--- src/verilog/tlec_pkg.sv ---
//------------------------------------------------------------
// Functional notes
//------------------------------------------------------------
// Functional notes
// [RQ1] forward run uses forward ceiling, reverse run uses reverse ceiling
// [RQ2] ceilings are tenths of a percent of rated torque, at most 500.0%
// [RQ3] in sensorless vector mode a ceiling below 50.0% becomes 50.0%
// [RQ4] release ceilings count only when brake control select is 2
// [RQ5] release ceilings hold during brake release time after start, then normal ones
// [RQ6] encoder line count 0 to 8192, default 1024
// [RQ7] encoder kind: 0 quadrature, 1 commutation, 2 resolver, 3 and 4 reserved
// [RQ8] phase order setting is honoured only for encoder kind 0
// [RQ9] auto-tuning finds the quadrature phase order and writes it back
// [RQ10] loss check enable 1 reports encoder loss as error 20, 0 suppresses it
// [RQ11] software must set line count to the real encoder before closed-loop running
// [RQ12] motor control select: 0 sensorless, 1 closed loop, 2 voltage per frequency
// [RQ13] encoder loss error stays set until a fault reset; the code also clears it on a status write with bit 0 set
package tlec_pkg;

    // ------------------------------------------------------------
    // register byte addresses
    // ------------------------------------------------------------
    localparam logic [7:0] ADDR_MOTOR_CONTROL_SELECT     = 8'h00;
    localparam logic [7:0] ADDR_FWD_CEILING              = 8'h04;
    localparam logic [7:0] ADDR_REV_CEILING              = 8'h08;
    localparam logic [7:0] ADDR_FWD_REL_CEILING          = 8'h0c;
    localparam logic [7:0] ADDR_REV_REL_CEILING          = 8'h10;
    localparam logic [7:0] ADDR_BRAKE_CONTROL_SELECT     = 8'h14;
    localparam logic [7:0] ADDR_BRAKE_RELEASE_TIME       = 8'h18;
    localparam logic [7:0] ADDR_ENCODER_LINE_COUNT       = 8'h1c;
    localparam logic [7:0] ADDR_ENCODER_KIND_SELECT      = 8'h20;
    localparam logic [7:0] ADDR_QUAD_PHASE_ORDER         = 8'h24;
    localparam logic [7:0] ADDR_ENCODER_LOSS_CHECK       = 8'h28;
    localparam logic [7:0] ADDR_STATUS                   = 8'h2c;

    // ------------------------------------------------------------
    // field positions of the status word
    // ------------------------------------------------------------
    localparam int STAT_LOSS_BIT    = 0;
    localparam int STAT_RELEASE_BIT = 1;
    localparam int STAT_PHASE_BIT   = 2;
    localparam int STAT_CEIL_LSB    = 16;

    // ------------------------------------------------------------
    // values and reset values
    // ------------------------------------------------------------
    localparam logic [12:0] CEIL_MAX          = 13'h1388;
    localparam logic [12:0] SVC_FLOOR         = 13'h01f4;
    localparam logic [12:0] RST_FWD_CEIL      = 13'h0708;
    localparam logic [12:0] RST_REV_CEIL      = 13'h0708;
    localparam logic [12:0] RST_FWD_REL_CEIL  = 13'h05dc;
    localparam logic [12:0] RST_REV_REL_CEIL  = 13'h0514;
    localparam logic [13:0] LINE_COUNT_MAX    = 14'h2000;
    localparam logic [13:0] RST_LINE_COUNT    = 14'h0400;
    localparam logic [1:0]  MODE_SENSORLESS   = 2'h0;
    localparam logic [1:0]  MODE_CLOSED_LOOP  = 2'h1;
    localparam logic [1:0]  MODE_VF           = 2'h2;
    localparam logic [2:0]  BRAKE_MANUAL      = 3'h2;
    localparam logic [2:0]  RST_BRAKE_SELECT  = 3'h0;
    localparam logic [15:0] RST_BRAKE_TIME    = 16'h0000;
    localparam logic [2:0]  KIND_QUADRATURE   = 3'h0;
    localparam logic [2:0]  KIND_COMMUTATION  = 3'h1;
    localparam logic [2:0]  KIND_RESOLVER     = 3'h2;
    localparam logic [2:0]  KIND_MAX          = 3'h4;
    localparam logic [7:0]  ERR_ENCODER_LOSS  = 8'h14;

    // brake release time counts in milliseconds
    localparam int CLK_MHZ            = 200;
    localparam int BRAKE_TIME_UNIT_US = 1000;
    localparam int BRAKE_UNIT_CYCLES  = BRAKE_TIME_UNIT_US * CLK_MHZ;

    typedef logic [12:0] tlec_ceil_t;

    typedef struct packed {
        logic [1:0] mode;
        logic [2:0] brake_sel;
        tlec_ceil_t fwd;
        tlec_ceil_t rev;
        tlec_ceil_t fwd_rel;
        tlec_ceil_t rev_rel;
    } tlec_torque_cfg_t;

    typedef struct packed {
        logic [13:0] line_count;
        logic        kind_quadrature;
        logic        kind_commutation;
        logic        kind_resolver;
        logic        kind_reserved;
        logic        phase_order;
    } tlec_enc_cfg_t;

    typedef struct packed {
        logic sensorless;
        logic closed_loop;
        logic vf;
    } tlec_mode_t;

    function automatic tlec_ceil_t tlec_clamp_ceiling(input logic [31:0] w);
        if (w > 32'(CEIL_MAX)) begin
            return CEIL_MAX;
        end
        return w[12:0];
    endfunction

    function automatic tlec_ceil_t tlec_floor(input tlec_ceil_t c, input logic [1:0] mode);
        if (mode == MODE_SENSORLESS && c < SVC_FLOOR) begin
            return SVC_FLOOR;
        end
        return c;
    endfunction

endpackage

--- src/verilog/tlec_ceiling_sel.sv ---
`timescale 1ns/10ps
module tlec_ceiling_sel (
    input  tlec_pkg::tlec_torque_cfg_t cfg,
    input  wire logic                  run_fwd,
    input  wire logic                  run_rev,
    input  wire logic                  release_active,
    output tlec_pkg::tlec_ceil_t       ceiling
);

    // ------------------------------------------------------------
    // ceiling choice
    // ------------------------------------------------------------
    // both or neither direction requested means no run, so no torque
    always_comb begin
        ceiling = '0;
        if (run_fwd && !run_rev) begin
            if (release_active) begin
                ceiling = tlec_pkg::tlec_floor(cfg.fwd_rel, cfg.mode); // RQ5 RQ3
            end else begin
                ceiling = tlec_pkg::tlec_floor(cfg.fwd, cfg.mode); // RQ1 RQ3
            end
        end else if (run_rev && !run_fwd) begin
            if (release_active) begin
                ceiling = tlec_pkg::tlec_floor(cfg.rev_rel, cfg.mode); // RQ5 RQ3
            end else begin
                ceiling = tlec_pkg::tlec_floor(cfg.rev, cfg.mode); // RQ1 RQ3
            end
        end
    end

endmodule

--- src/verilog/tlec_torque_encoder_cfg.sv ---
// The implementer's own choices: the register addresses and the strobed register port.
`timescale 1ns/10ps
module tlec_torque_encoder_cfg #(
    parameter int BRAKE_UNIT_CYCLES = tlec_pkg::BRAKE_UNIT_CYCLES
) (
    input  wire logic                   clk,
    input  wire logic                   rst,
    input  wire logic [7:0]             addr,
    input  wire logic [31:0]            wdata,
    input  wire logic                   wr,
    input  wire logic                   rd,
    output logic [31:0]                 rdata,
    input  wire logic                   run_fwd,
    input  wire logic                   run_rev,
    input  wire logic                   autotune_active,
    input  wire logic                   phase_found,
    input  wire logic                   phase_found_order,
    input  wire logic                   encoder_lost,
    input  wire logic                   fault_reset,
    output tlec_pkg::tlec_ceil_t        torque_ceiling,
    output logic                        release_phase,
    output tlec_pkg::tlec_mode_t        mode_sel,
    output tlec_pkg::tlec_enc_cfg_t     enc_cfg,
    output logic                        encoder_loss_error,
    output logic [7:0]                  error_code
);

    // ------------------------------------------------------------
    // configuration registers
    // ------------------------------------------------------------
    tlec_pkg::tlec_torque_cfg_t cfg;
    tlec_pkg::tlec_torque_cfg_t next_cfg;
    logic [15:0]                brake_time;
    logic [15:0]                next_brake_time;
    logic [13:0]                line_count;
    logic [13:0]                next_line_count;
    logic [2:0]                 kind;
    logic [2:0]                 next_kind;
    logic                       phase_order;
    logic                       next_phase_order;
    logic                       loss_en;
    logic                       next_loss_en;
    logic                       loss_flag;
    logic                       next_loss_flag;

    function automatic logic hit(input logic [7:0] a);
        return wr && addr == a;
    endfunction

    always_comb begin
        next_cfg         = cfg;
        next_brake_time  = brake_time;
        next_line_count  = line_count;
        next_kind        = kind;
        next_phase_order = phase_order;
        next_loss_en     = loss_en;
        next_loss_flag   = loss_flag;
        // out of range motor control and encoder kind selections are dropped rather than stored
        if (hit(tlec_pkg::ADDR_MOTOR_CONTROL_SELECT) && wdata <= 32'(tlec_pkg::MODE_VF)) begin
            next_cfg.mode = wdata[1:0]; // RQ12
        end
        if (hit(tlec_pkg::ADDR_FWD_CEILING)) begin
            next_cfg.fwd = tlec_pkg::tlec_clamp_ceiling(wdata); // RQ2
        end
        if (hit(tlec_pkg::ADDR_REV_CEILING)) begin
            next_cfg.rev = tlec_pkg::tlec_clamp_ceiling(wdata); // RQ2
        end
        if (hit(tlec_pkg::ADDR_FWD_REL_CEILING)) begin
            next_cfg.fwd_rel = tlec_pkg::tlec_clamp_ceiling(wdata); // RQ2
        end
        if (hit(tlec_pkg::ADDR_REV_REL_CEILING)) begin
            next_cfg.rev_rel = tlec_pkg::tlec_clamp_ceiling(wdata); // RQ2
        end
        if (hit(tlec_pkg::ADDR_BRAKE_CONTROL_SELECT)) begin
            next_cfg.brake_sel = wdata[2:0];
        end
        if (hit(tlec_pkg::ADDR_BRAKE_RELEASE_TIME)) begin
            next_brake_time = wdata[15:0];
        end
        // line count above the maximum saturates
        if (hit(tlec_pkg::ADDR_ENCODER_LINE_COUNT)) begin
            if (wdata > 32'(tlec_pkg::LINE_COUNT_MAX)) begin
                next_line_count = tlec_pkg::LINE_COUNT_MAX; // RQ6
            end else begin
                next_line_count = wdata[13:0]; // RQ6
            end
        end
        if (hit(tlec_pkg::ADDR_ENCODER_KIND_SELECT) && wdata <= 32'(tlec_pkg::KIND_MAX)) begin
            next_kind = wdata[2:0]; // RQ7
        end
        if (hit(tlec_pkg::ADDR_QUAD_PHASE_ORDER)) begin
            next_phase_order = wdata[0];
        end
        // the identified order overrides a software write in the same cycle
        if (autotune_active && phase_found) begin
            next_phase_order = phase_found_order; // RQ9
        end
        if (hit(tlec_pkg::ADDR_ENCODER_LOSS_CHECK)) begin
            next_loss_en = wdata[0];
        end
        // clear first, then set, so a loss in the clearing cycle survives
        if (fault_reset || (hit(tlec_pkg::ADDR_STATUS) && wdata[tlec_pkg::STAT_LOSS_BIT])) begin
            next_loss_flag = 1'b0; // RQ13
        end
        if (loss_en && encoder_lost) begin
            next_loss_flag = 1'b1; // RQ10 RQ13
        end
    end

    always_ff @(posedge clk) begin
        if (rst) begin
            cfg.mode      <= tlec_pkg::MODE_SENSORLESS;
            cfg.brake_sel <= tlec_pkg::RST_BRAKE_SELECT;
            cfg.fwd       <= tlec_pkg::RST_FWD_CEIL;
            cfg.rev       <= tlec_pkg::RST_REV_CEIL;
            cfg.fwd_rel   <= tlec_pkg::RST_FWD_REL_CEIL;
            cfg.rev_rel   <= tlec_pkg::RST_REV_REL_CEIL;
            brake_time    <= tlec_pkg::RST_BRAKE_TIME;
            line_count    <= tlec_pkg::RST_LINE_COUNT;
            kind          <= tlec_pkg::KIND_QUADRATURE;
            phase_order   <= 1'b0;
            loss_en       <= 1'b1;
            loss_flag     <= 1'b0;
        end else begin
            cfg           <= next_cfg;
            brake_time    <= next_brake_time;
            line_count    <= next_line_count;
            kind          <= next_kind;
            phase_order   <= next_phase_order;
            loss_en       <= next_loss_en;
            loss_flag     <= next_loss_flag;
        end
    end

    // ------------------------------------------------------------
    // brake release timing
    // ------------------------------------------------------------
    // a start is a move from no run to exactly one direction
    logic        running;
    logic        running_q;
    logic        next_running_q;
    logic [17:0] prescale;
    logic [17:0] next_prescale;
    logic [15:0] rel_left;
    logic [15:0] next_rel_left;
    logic        rel_active;

    assign running    = run_fwd ^ run_rev;
    // the start cycle takes the release ceiling too, before the counter is loaded
    assign rel_active = running && cfg.brake_sel == tlec_pkg::BRAKE_MANUAL // RQ4
                        && (running_q ? rel_left != 16'h0000
                                      : brake_time != 16'h0000); // RQ5

    always_comb begin
        next_running_q = running;
        next_prescale  = prescale;
        next_rel_left  = rel_left;
        if (!running) begin
            next_rel_left = 16'h0000;
            next_prescale = '0;
        end else if (!running_q) begin
            next_rel_left = brake_time; // RQ5
            next_prescale = '0;
        end else if (rel_left != 16'h0000) begin
            if (prescale == 18'(BRAKE_UNIT_CYCLES - 1)) begin
                next_prescale = '0;
                next_rel_left = rel_left - 16'h0001;
            end else begin
                next_prescale = prescale + 18'h00001;
            end
        end
    end

    always_ff @(posedge clk) begin
        if (rst) begin
            running_q <= 1'b0;
            prescale  <= '0;
            rel_left  <= '0;
        end else begin
            running_q <= next_running_q;
            prescale  <= next_prescale;
            rel_left  <= next_rel_left;
        end
    end

    // ------------------------------------------------------------
    // outputs
    // ------------------------------------------------------------
    tlec_pkg::tlec_ceil_t    sel_ceiling;
    tlec_pkg::tlec_enc_cfg_t next_enc_cfg;
    tlec_pkg::tlec_mode_t    next_mode_sel;
    logic [31:0]             next_rdata;

    tlec_ceiling_sel u_sel (
        .cfg            (cfg),
        .run_fwd        (run_fwd),
        .run_rev        (run_rev),
        .release_active (rel_active),
        .ceiling        (sel_ceiling)
    );

    always_comb begin
        next_enc_cfg.line_count       = line_count;
        next_enc_cfg.kind_quadrature  = kind == tlec_pkg::KIND_QUADRATURE; // RQ7
        next_enc_cfg.kind_commutation = kind == tlec_pkg::KIND_COMMUTATION; // RQ7
        next_enc_cfg.kind_resolver    = kind == tlec_pkg::KIND_RESOLVER; // RQ7
        next_enc_cfg.kind_reserved    = kind > tlec_pkg::KIND_RESOLVER; // RQ7
        next_enc_cfg.phase_order      = phase_order
                                        && kind == tlec_pkg::KIND_QUADRATURE; // RQ8
        next_mode_sel.sensorless      = cfg.mode == tlec_pkg::MODE_SENSORLESS; // RQ12
        next_mode_sel.closed_loop     = cfg.mode == tlec_pkg::MODE_CLOSED_LOOP; // RQ12
        next_mode_sel.vf              = cfg.mode == tlec_pkg::MODE_VF; // RQ12
    end

    // unmapped addresses read as zero
    always_comb begin
        next_rdata = 32'h0000_0000;
        if (rd) begin
            case (addr)
                tlec_pkg::ADDR_MOTOR_CONTROL_SELECT: next_rdata = 32'(cfg.mode);
                tlec_pkg::ADDR_FWD_CEILING:          next_rdata = 32'(cfg.fwd);
                tlec_pkg::ADDR_REV_CEILING:          next_rdata = 32'(cfg.rev);
                tlec_pkg::ADDR_FWD_REL_CEILING:      next_rdata = 32'(cfg.fwd_rel);
                tlec_pkg::ADDR_REV_REL_CEILING:      next_rdata = 32'(cfg.rev_rel);
                tlec_pkg::ADDR_BRAKE_CONTROL_SELECT: next_rdata = 32'(cfg.brake_sel);
                tlec_pkg::ADDR_BRAKE_RELEASE_TIME:   next_rdata = 32'(brake_time);
                tlec_pkg::ADDR_ENCODER_LINE_COUNT:   next_rdata = 32'(line_count);
                tlec_pkg::ADDR_ENCODER_KIND_SELECT:  next_rdata = 32'(kind);
                tlec_pkg::ADDR_QUAD_PHASE_ORDER:     next_rdata = 32'(phase_order);
                tlec_pkg::ADDR_ENCODER_LOSS_CHECK:   next_rdata = 32'(loss_en);
                tlec_pkg::ADDR_STATUS: begin
                    next_rdata[tlec_pkg::STAT_LOSS_BIT]    = loss_flag;
                    next_rdata[tlec_pkg::STAT_RELEASE_BIT] = rel_active;
                    next_rdata[tlec_pkg::STAT_PHASE_BIT]   = next_enc_cfg.phase_order;
                    next_rdata[tlec_pkg::STAT_CEIL_LSB +: 13] = torque_ceiling;
                end
                default: next_rdata = 32'h0000_0000;
            endcase
        end
    end

    always_ff @(posedge clk) begin
        if (rst) begin
            rdata              <= '0;
            torque_ceiling     <= '0;
            release_phase      <= 1'b0;
            mode_sel           <= '0;
            enc_cfg            <= '0;
            encoder_loss_error <= 1'b0;
            error_code         <= 8'h00;
        end else begin
            rdata              <= next_rdata;
            torque_ceiling     <= sel_ceiling;
            release_phase      <= rel_active;
            mode_sel           <= next_mode_sel;
            enc_cfg            <= next_enc_cfg;
            encoder_loss_error <= loss_flag;
            error_code         <= loss_flag ? tlec_pkg::ERR_ENCODER_LOSS : 8'h00; // RQ10
        end
    end
endmodule

--- config.mk ---
export PLATFORM = sky130hd
export DESIGN_NAME = tlec_torque_encoder_cfg
export DESIGN_NICKNAME = d
export VERILOG_FILES = /design/src/verilog/tlec_pkg.sv /design/src/verilog/tlec_ceiling_sel.sv /design/src/verilog/tlec_torque_encoder_cfg.sv
export SDC_FILE = /design/constraint.sdc
export NUM_CORES = 1
export LEC_CHECK = 0
export ABC_AREA = 1
export BUFFER_PORTS_ARGS = -buffer_cell sky130_fd_sc_hd__buf_2
export CORE_MARGIN = 2
export CORE_UTILIZATION = 46
export DETAILED_ROUTE_END_ITERATION = 8
export GPL_ROUTABILITY_DRIVEN = 1
export PLACE_DENSITY = 0.74
export SYNTH_ARGS = -nofsm -noshare
export SYNTH_HDL_FRONTEND = slang
export SYNTH_SLANG_ARGS = --single-unit
--- constraint.sdc ---
create_clock -name clk -period 5 [get_ports clk]
set_input_delay 1 -clock clk [delete_from_list [all_inputs] [get_ports clk]]
set_output_delay 1 -clock clk [all_outputs]
set_load 0.05 [all_outputs]
==> results.env, run 1 <==
RUN_STATUS='finished, final reports clean'
SYNTH_SEQ_AREA_SHARE_PCT=41.5
N_FILL_CELL=1991
SYNTHESIZED_INSTANCE_COUNT=1395
ROUTE.ANTENNA.REMAINING_NETS=0
REGAREA_UM2=3880
HTREE_NUM_LEVELS=4
MAX-SLEW-MARGIN-REL_PCT=36.8
DIE_H_UM=147
GRT_USAGE_PCT=26.2
SYNTHTOLAYOUTAREAGROWTH_PCT=13.4
CTS.SINK_COUNT=194
INSERTEDDIODECOUNT=0
CTS.REPAIR.RESIZED=0
MOST_COMMON_CELL_AFTER_LAYOUT_FILL_AND_TAPS_ASIDE='sky130_fd_sc_hd__nand2_1'
POWER-PER-CELL-AREA_nW_PER_UM2=303
ENDPOINT_KIND='register'
DESIGN.PORTCOUNT=128
CELL_COUNT_OF_THE_WORST_HOLD_PATH=2
FIN_TNS_SETUP_NS=0
GLOBAL_ROUTE.OVERFLOW_TOTAL=0
NUMPLACEDINSTANCES=1734
PLACEMENT.IO_BUFFERS=118
WORST_SETUP_HOLD_PATH_CLK_SLEW_NS=0.07
GRT_ANTENNA_BEFORE_REPAIR=0
DRT_DRC_VIOLATIONS_LEFT=0
MOST_USED_DFF_POST_SYNTH='sky130_fd_sc_hd__dfxtp_1'
FRACTION_OF_THE_CYCLE_THE_FINAL_WORST_PATH_NEEDS_PCT=57.9
GLOBALPLACE.CONGESTION=0.954
FIRST_GLOBAL_VIAS=8674
START_UTIL_PCT=46.6
CTS-ROOT-TO-SINK-BUFFERS=2
GRT_START_MAX_NET_PINS=76
DIE-WIDTH_UM=147
HP_CLASS='register to register'
CORE_REGION_AREA_UM2=20100
REG2REGPATHDEPTH=8
NETLIST_AREA_UM2=9370
REG2REG_SLACK_NS=2.54
TOTAL_SETUP_BUFFERS_INSERTED_AFTER_CTS=0
YS_ASYNC_SR_FRACTION_PCT=0
TIGHTEST_SLEW_NS=0.945
GRT_FIRST_PASS_WIRELENGTH_MM=45.3
CRIT_ARRIVAL_NS=3.18
FINAL_LAYOUT_SIZE_SUFFIX_GT1_SHARE_PCT=12.7
NETLIST-CELL-TYPE-COUNT=43
CLOCK_TREE_FROM_TRITONCTS='yes'
GRT_SETUP_UNREPAIRED='no'
FLOORPLAN.DIE_AREA_UM2=21500
POST-ROUTE-WORST-SETUP-SLACK_NS=2.11
HOLD_START='torque_ceiling[1]'
POST_DRT_VIA_CELL_RATIO=5.36
FIRSTDRTPASSITERS=6
WIRE_PER_INST_UM=15.9
FINALMAXSLEWVIOLATIONS=0
FIN_CRIT_NS=2.89
REQUIRED_TIME_AT_THE_ENDPOINT_OF_THE_CRITICAL_PATH_NS=5.28
POST-LAYOUT-TOTAL-POWER_mW=3.22
CORE.ROWCOUNT=52
FIN_AREA_UM2=10600
POSTROUTEWIRELENGTH_MM=28.1
SETUP.WORST_PATH.START_CLASS='input pin'
POST_ROUTE_UTILIZATION_PCT=52.8
HPWL_MM=20.7
VIA_COUNT=9469
FINALNETCOUNT=1538
PLACE_AREA_UM2=10000
CLOCK-SKEW-FINAL_NS=0.0136
CRIT_TYPE='input pin to register'
HOLD_VIOL_FINAL=0
FINISH.CELL_COUNT_WITHOUT_FILLERS=1765
MAX_CLOCK_FREQ_MHz=346
SYNTH_ENABLE_FLOP_CELLS=0
WORSTHOLDENDPOINT='rdata[17]'
ROOT_BUFFER='sky130_fd_sc_hd__clkbuf_16'
YOSYS_REGISTER_BITS=194
MAXCAPVIOLATIONS=0
POWER.STATIC_LEAKAGE_nW=4.66
SYNTH.YOSYS.WARNINGS=0
MULTI_INPUT_LOGIC_AREA_UM2=4560
WORST_R2R_ENDPOINT='torque_ceiling[11]'
TIMING.FINAL.SETUP_VIOLATIONS=0
CTS_BUFFERS=17
POSTSYNTHAREAPERCELL_UM2=6.72
CTS_HOLD_REPAIR.BUFFERS=0
WORST_SKEW_PAIR.LATE_LATENCY_NS=0.44
HOLD-WORST-SLACK_NS=0.423
TIMING.RR.START='running_q'
CP_MAX_FO=30
VDD.IR_DROP.WORST_mV=0.179
PLACEMENT.SETUP.WORST_SLACK_NS=1.76
MOST-COMMON-LAYOUT-CELLS='sky130_fd_sc_hd__nand2_1, sky130_fd_sc_hd__dfxtp_1, sky130_fd_sc_hd__nor2_1, sky130_fd_sc_hd__inv_1, sky130_fd_sc_hd__a21oi_1'
INITIALDRTVIOLATIONCOUNT=954
[Yosys cell counts, drive strengths merged, types with 5 or more instances]
master	number	area, um2
buf	31	195
nand3	114	593
clkbuf	30	113
nand2	297	1140
nor3	35	180
nand4	27	169
o21ai	101	505
inv	172	646
o22ai	22	138
o211ai	12	90.1
dfxtp	194	3880
a21oi	123	616
nor2	206	831
xnor2	5	43.8
[layer usage]
layer  global-route usage, %  vias to the layer above  part of all wire [%]  routed length [um]
li1                        -                     4692                     -                   -
met1                    36.2                     4274                    44               12200
met2                    41.8                      455                    45               12700
met3                    5.12                       48                   9.1                2540
met4                    7.86                        0                   2.3                 636
met5                       0                        -                     0                   0
[area by class of cell]
cell class              instances  share of cell area [%]
multi-input cells             975                    42.9
flip-flops and latches        194                    36.6
inverters                     173                    6.12
repair buffers                122                    5.84
clock buffers                  20                    4.30
well taps                     270                    3.18
clock inverters                11                    1.11
[cell families (layout without fill, tap and decap cells)]
| group | count (synthesis) | after routing | share of synthesized area, % |
|---|---|---|---|
| adders and majority gates | 4 | 4 | 0.534 |
| other | 1 | 9 | 0.0400 |
| AOI/OAI and AO/OA | 264 | 264 | 14.9 |
| buffers and inverters | 234 | 326 | 10.2 |
| and+or+nand+nor | 689 | 689 | 32.0 |
| DFF | 194 | 194 | 41.5 |
| xor gates and xnor gates | 9 | 9 | 0.841 |
[sequential cells by signal, indices dropped and copies added (netlist names), 3 cells and up]
register	flops
rel_left	16
enc_cfg	19
prescale	18
mode_sel	3
rdata	29
torque_ceiling	13
kind	3
brake_time	16
cfg	57
line_count	14
[critical path, cell delays in order]
cell	delay [ns]
sky130_fd_sc_hd__buf_2	0.10
sky130_fd_sc_hd__nor2_2	0.18
sky130_fd_sc_hd__nand2_1	0.11
sky130_fd_sc_hd__nor2_1	0.23
sky130_fd_sc_hd__nand2_1	0.36
sky130_fd_sc_hd__inv_2	0.23
sky130_fd_sc_hd__nand2_1	0.50
sky130_fd_sc_hd__o21ai_0	0.38
sky130_fd_sc_hd__a21oi_1	0.07
[worst max-delay path by stage]
stage / depth (start not counted) / from / to / slack, ns
3_5_place_dp: 9 / addr[1] / brake_time[6] / 1.76
4_1_cts: 9 / addr[1] / brake_time[6] / 2.20
6_report: 9 / addr[1] / brake_time[6] / 2.11
2_1_floorplan: 9 / run_fwd / torque_ceiling[6] / 2.58
3_3_place_gp: 9 / addr[1] / brake_time[5] / 1.84
5_1_grt: 9 / addr[1] / brake_time[11] / 1.84
[power by group]
part           switching [mW]  internal [mW]  total [mW]
Combinational           0.218         0.0787       0.297
Clock                   0.628          0.726        1.35
Sequential             0.0147           1.56        1.57
Total                   0.861           2.36        3.22
Power figures use the tool's default switching activity.
==> run 2, diff against run 1 <==
Settings changed: PLACE_DENSITY 0.74 to 0.77.
Clock period 5 ns to 2.48 ns, I/O delays scaled along.
==> results.env, run 2 (synthesized netlist as in run 1, its figures left out) <==
DESIGN.PORTCOUNT=128  # unchanged
RUN_STATUS='finished, final reports clean'
FINAL_LAYOUT_SIZE_SUFFIX_GT1_SHARE_PCT=13.7  # +0.99 points
POWER.STATIC_LEAKAGE_nW=4.74  # +1.8%
PLACEMENT.IO_BUFFERS=118  # unchanged
REG2REG_SLACK_NS=0.37  # -2.17 ns
POWER_FRAC_SEQ_PCT=48.5  # -0.3 points
N_FILL_CELL=1933  # -2.9%
MAXCAPVIOLATIONS=0  # unchanged
FIN_AREA_UM2=10700  # +1.1%
CRIT_PATH_MAX_INCR_DELAY_NS=0.35  # -0.15 ns
CRIT_TYPE='register to register'
LARGEST_REGISTER_FF_COUNT=57  # unchanged
CTS.REPAIR.RESIZED=0  # unchanged
FIRSTDRTPASSITERS=6  # unchanged
POSTROUTEWIRELENGTH_MM=28.2  # +0.65%
WORSTHOLDENDPOINT='loss_flag'
SETUP.WORST_PATH.START_CLASS='register'
HPWL_MM=20.7  # -0.12%
CLOCK-SKEW-FINAL_NS=0.0138  # +0.000209 ns
HOLD_VIOL_FINAL=0  # unchanged
GRT_ANTENNA_BEFORE_REPAIR=0  # unchanged
WORST_SETUP_HOLD_PATH_CLK_SLEW_NS=0.08  # about the same
REGISTERS.TOP_BY_FF_COUNT='cfg'
CLKPWRFRAC_PCT=42.1  # about the same
CLOCK_TREE_FROM_TRITONCTS='yes'
CTS_BUFFERS=17  # unchanged
ENDPOINT_KIND='register'
DIE_H_UM=147  # unchanged
TOTAL_SETUP_BUFFERS_INSERTED_AFTER_CTS=0  # unchanged
HTREE_NUM_LEVELS=4  # unchanged
MAX_CLOCK_FREQ_MHz=474
TIMING.RR.START='rel_left[0]'
HP_CLASS='input pin to register'
TIMING.FINAL.SETUP_VIOLATIONS=0  # unchanged
HOLD-WORST-SLACK_NS=0.318  # -0.105 ns
REQUIRED_TIME_AT_THE_ENDPOINT_OF_THE_CRITICAL_PATH_NS=2.81  # -2.47 ns
GRT_FIRST_PASS_WIRELENGTH_MM=45.0  # -0.53%
WIRE_PER_INST_UM=15.9  # -0.26%
ORDERED_LIST_OF_CELLS_ON_THE_WORST_PATH='inv_1 -> ha_1 -> nand3_2 -> nor2_4 -> nand2_2 -> nand3b_4 -> nand2_4 -> clkinv_2 -> nand2_2 -> nor2_1'
FINALNETCOUNT=1555  # +1.1%
VDD.IR_DROP.WORST_mV=0.445  # +150%
WORST_R2R_ENDPOINT='prescale[5]'
START_UTIL_PCT=46.6  # unchanged
ROUTE.ANTENNA.REMAINING_NETS=0  # unchanged
LARGEST_REGISTERS='cfg (57), rdata (29), enc_cfg (19)'
P_SWITCHING_mW=1.79  # +110%
INITIALDRTVIOLATIONCOUNT=1082  # +13%
FIN_TNS_SETUP_NS=0  # unchanged
REG2REGPATHDEPTH=10  # +2
ROOT_BUFFER='sky130_fd_sc_hd__clkbuf_16'
FINALMAXSLEWVIOLATIONS=0  # unchanged
MAX-SLEW-MARGIN-REL_PCT=59.5  # +23 points
CELLINTERNALPOWER_mW=4.73  # +100%
CTS_HOLD_REPAIR.BUFFERS=0  # unchanged
GLOBAL_ROUTE.OVERFLOW_TOTAL=0  # unchanged
CTS-ROOT-TO-SINK-BUFFERS=2  # unchanged
CRITICAL_PATH.TOP_DELAY_FAMILY='simple AND/OR/NAND/NOR gates'
VIA_COUNT=9622  # +1.6%
INSERTEDDIODECOUNT=0  # unchanged
DIE-WIDTH_UM=147  # unchanged
FRACTION_OF_THE_CYCLE_THE_FINAL_WORST_PATH_NEEDS_PCT=85.0
POST_DRT_VIA_CELL_RATIO=5.40  # +0.70%
GRT_SETUP_UNREPAIRED='no'
GRT_USAGE_PCT=26.0  # -0.24 points
PLACE_AREA_UM2=10200  # +1.3%
POWER-PER-CELL-AREA_nW_PER_UM2=606  # +100%
MOST_COMMON_CELL_AFTER_LAYOUT_FILL_AND_TAPS_ASIDE='sky130_fd_sc_hd__nand2_1'
GRT_START_MAX_NET_PINS=56  # -26%
CP_COMMON_CELL='sky130_fd_sc_hd__nand2_2'
FLOORPLAN.DIE_AREA_UM2=21500  # unchanged
FIN_CRIT_NS=2.11
CORE_REGION_AREA_UM2=20100  # unchanged
GLOBALPLACE.CONGESTION=0.943  # -1.2%
TIGHTEST_SLEW_NS=0.607  # -0.338 ns
DRT_DRC_VIOLATIONS_LEFT=0  # unchanged
PLACEMENT.SETUP.WORST_SLACK_NS=0.323  # -1.44 ns
HOLD_START='encoder_lost'
POST-ROUTE-WORST-SETUP-SLACK_NS=0.371  # -1.74 ns
CRIT_ARRIVAL_NS=2.44  # -0.74 ns
COMB_POWER_SHARE_PCT=9.4  # +0.2 points
P_SW_SHARE_PCT=27.4  # +0.72 points
SYNTHTOLAYOUTAREAGROWTH_PCT=14.7
CP_MAX_FO=15  # -50%
CRIT_BUF_INV=2  # unchanged
FIRST_GLOBAL_VIAS=8693  # +0.22%
MOST-COMMON-LAYOUT-CELLS='sky130_fd_sc_hd__nand2_1, sky130_fd_sc_hd__dfxtp_1, sky130_fd_sc_hd__nor2_1, sky130_fd_sc_hd__inv_1, sky130_fd_sc_hd__a21oi_1'
CRITICAL_PATH.SLOWEST_CELL='sky130_fd_sc_hd__dfxtp_1'
WORST_SKEW_PAIR.LATE_LATENCY_NS=0.44  # about the same
CTS.SINK_COUNT=194  # unchanged
CORE.ROWCOUNT=52  # unchanged
CELL_COUNT_OF_THE_WORST_HOLD_PATH=3  # +1
run 2: how the worst max path moves through the flow:
stage                     start                end  slack, ns  depth (start not counted)
CTS                 rel_left[0]       prescale[10]       0.38                         10
floorplan               run_fwd  torque_ceiling[6]       0.56                          9
global route        rel_left[0]       prescale[10]       0.15                         10
global placement        run_fwd  torque_ceiling[0]       0.39                         10
finish              rel_left[0]        prescale[5]       0.37                         10
detailed placement      run_fwd  torque_ceiling[0]       0.32                         10
run 2: through the flow:
step / util (%) / power [mW] / instances
2_1_floorplan: - / 3.67 / 1403
3_3_place_gp: 50.6 / 3.83 / 1751
3_5_place_dp: 50.6 / 3.84 / 1751
4_1_cts: 53.4 / 6.53 / 1781
5_1_grt: 53.4 / 6.73 / 1781
6_report: 53.4 / 6.52 / 1781
run 2: per-layer routing:
layer  GRT usage (%)  up-vias  wire (um)
li1                -     4712          -
met1            34.8     4338      12100
met2            40.9      491      12600
met3            5.37       81       2600
met4            11.0        0        928
met5               0        -          0
run 2: tightest hold or removal path: stages:
cell                      delay (ns)
sky130_fd_sc_hd__buf_2          0.10
sky130_fd_sc_hd__nand2_1        0.06
sky130_fd_sc_hd__a21oi_1        0.06
run 2: final cells by class:
cell class              count  area, um2  area share (%)
well taps                 270        338            3.14
multi-input cells         975       4560            42.4
clock inverters            13        141            1.32
clock buffers              17        425            3.96
flip-flops and latches    194       3880            36.1
repair buffers            139        748            6.96
inverters                 173        651            6.06
run 2: power groups by stage:
stage	registers [mW]	logic [mW]	clock network (mW)
floorplan	3.26	0.417	0
global placement	3.23	0.595	0
detailed placement	3.23	0.604	0
CTS	3.16	0.608	2.77
global route	3.16	0.682	2.89
finish	3.16	0.615	2.74
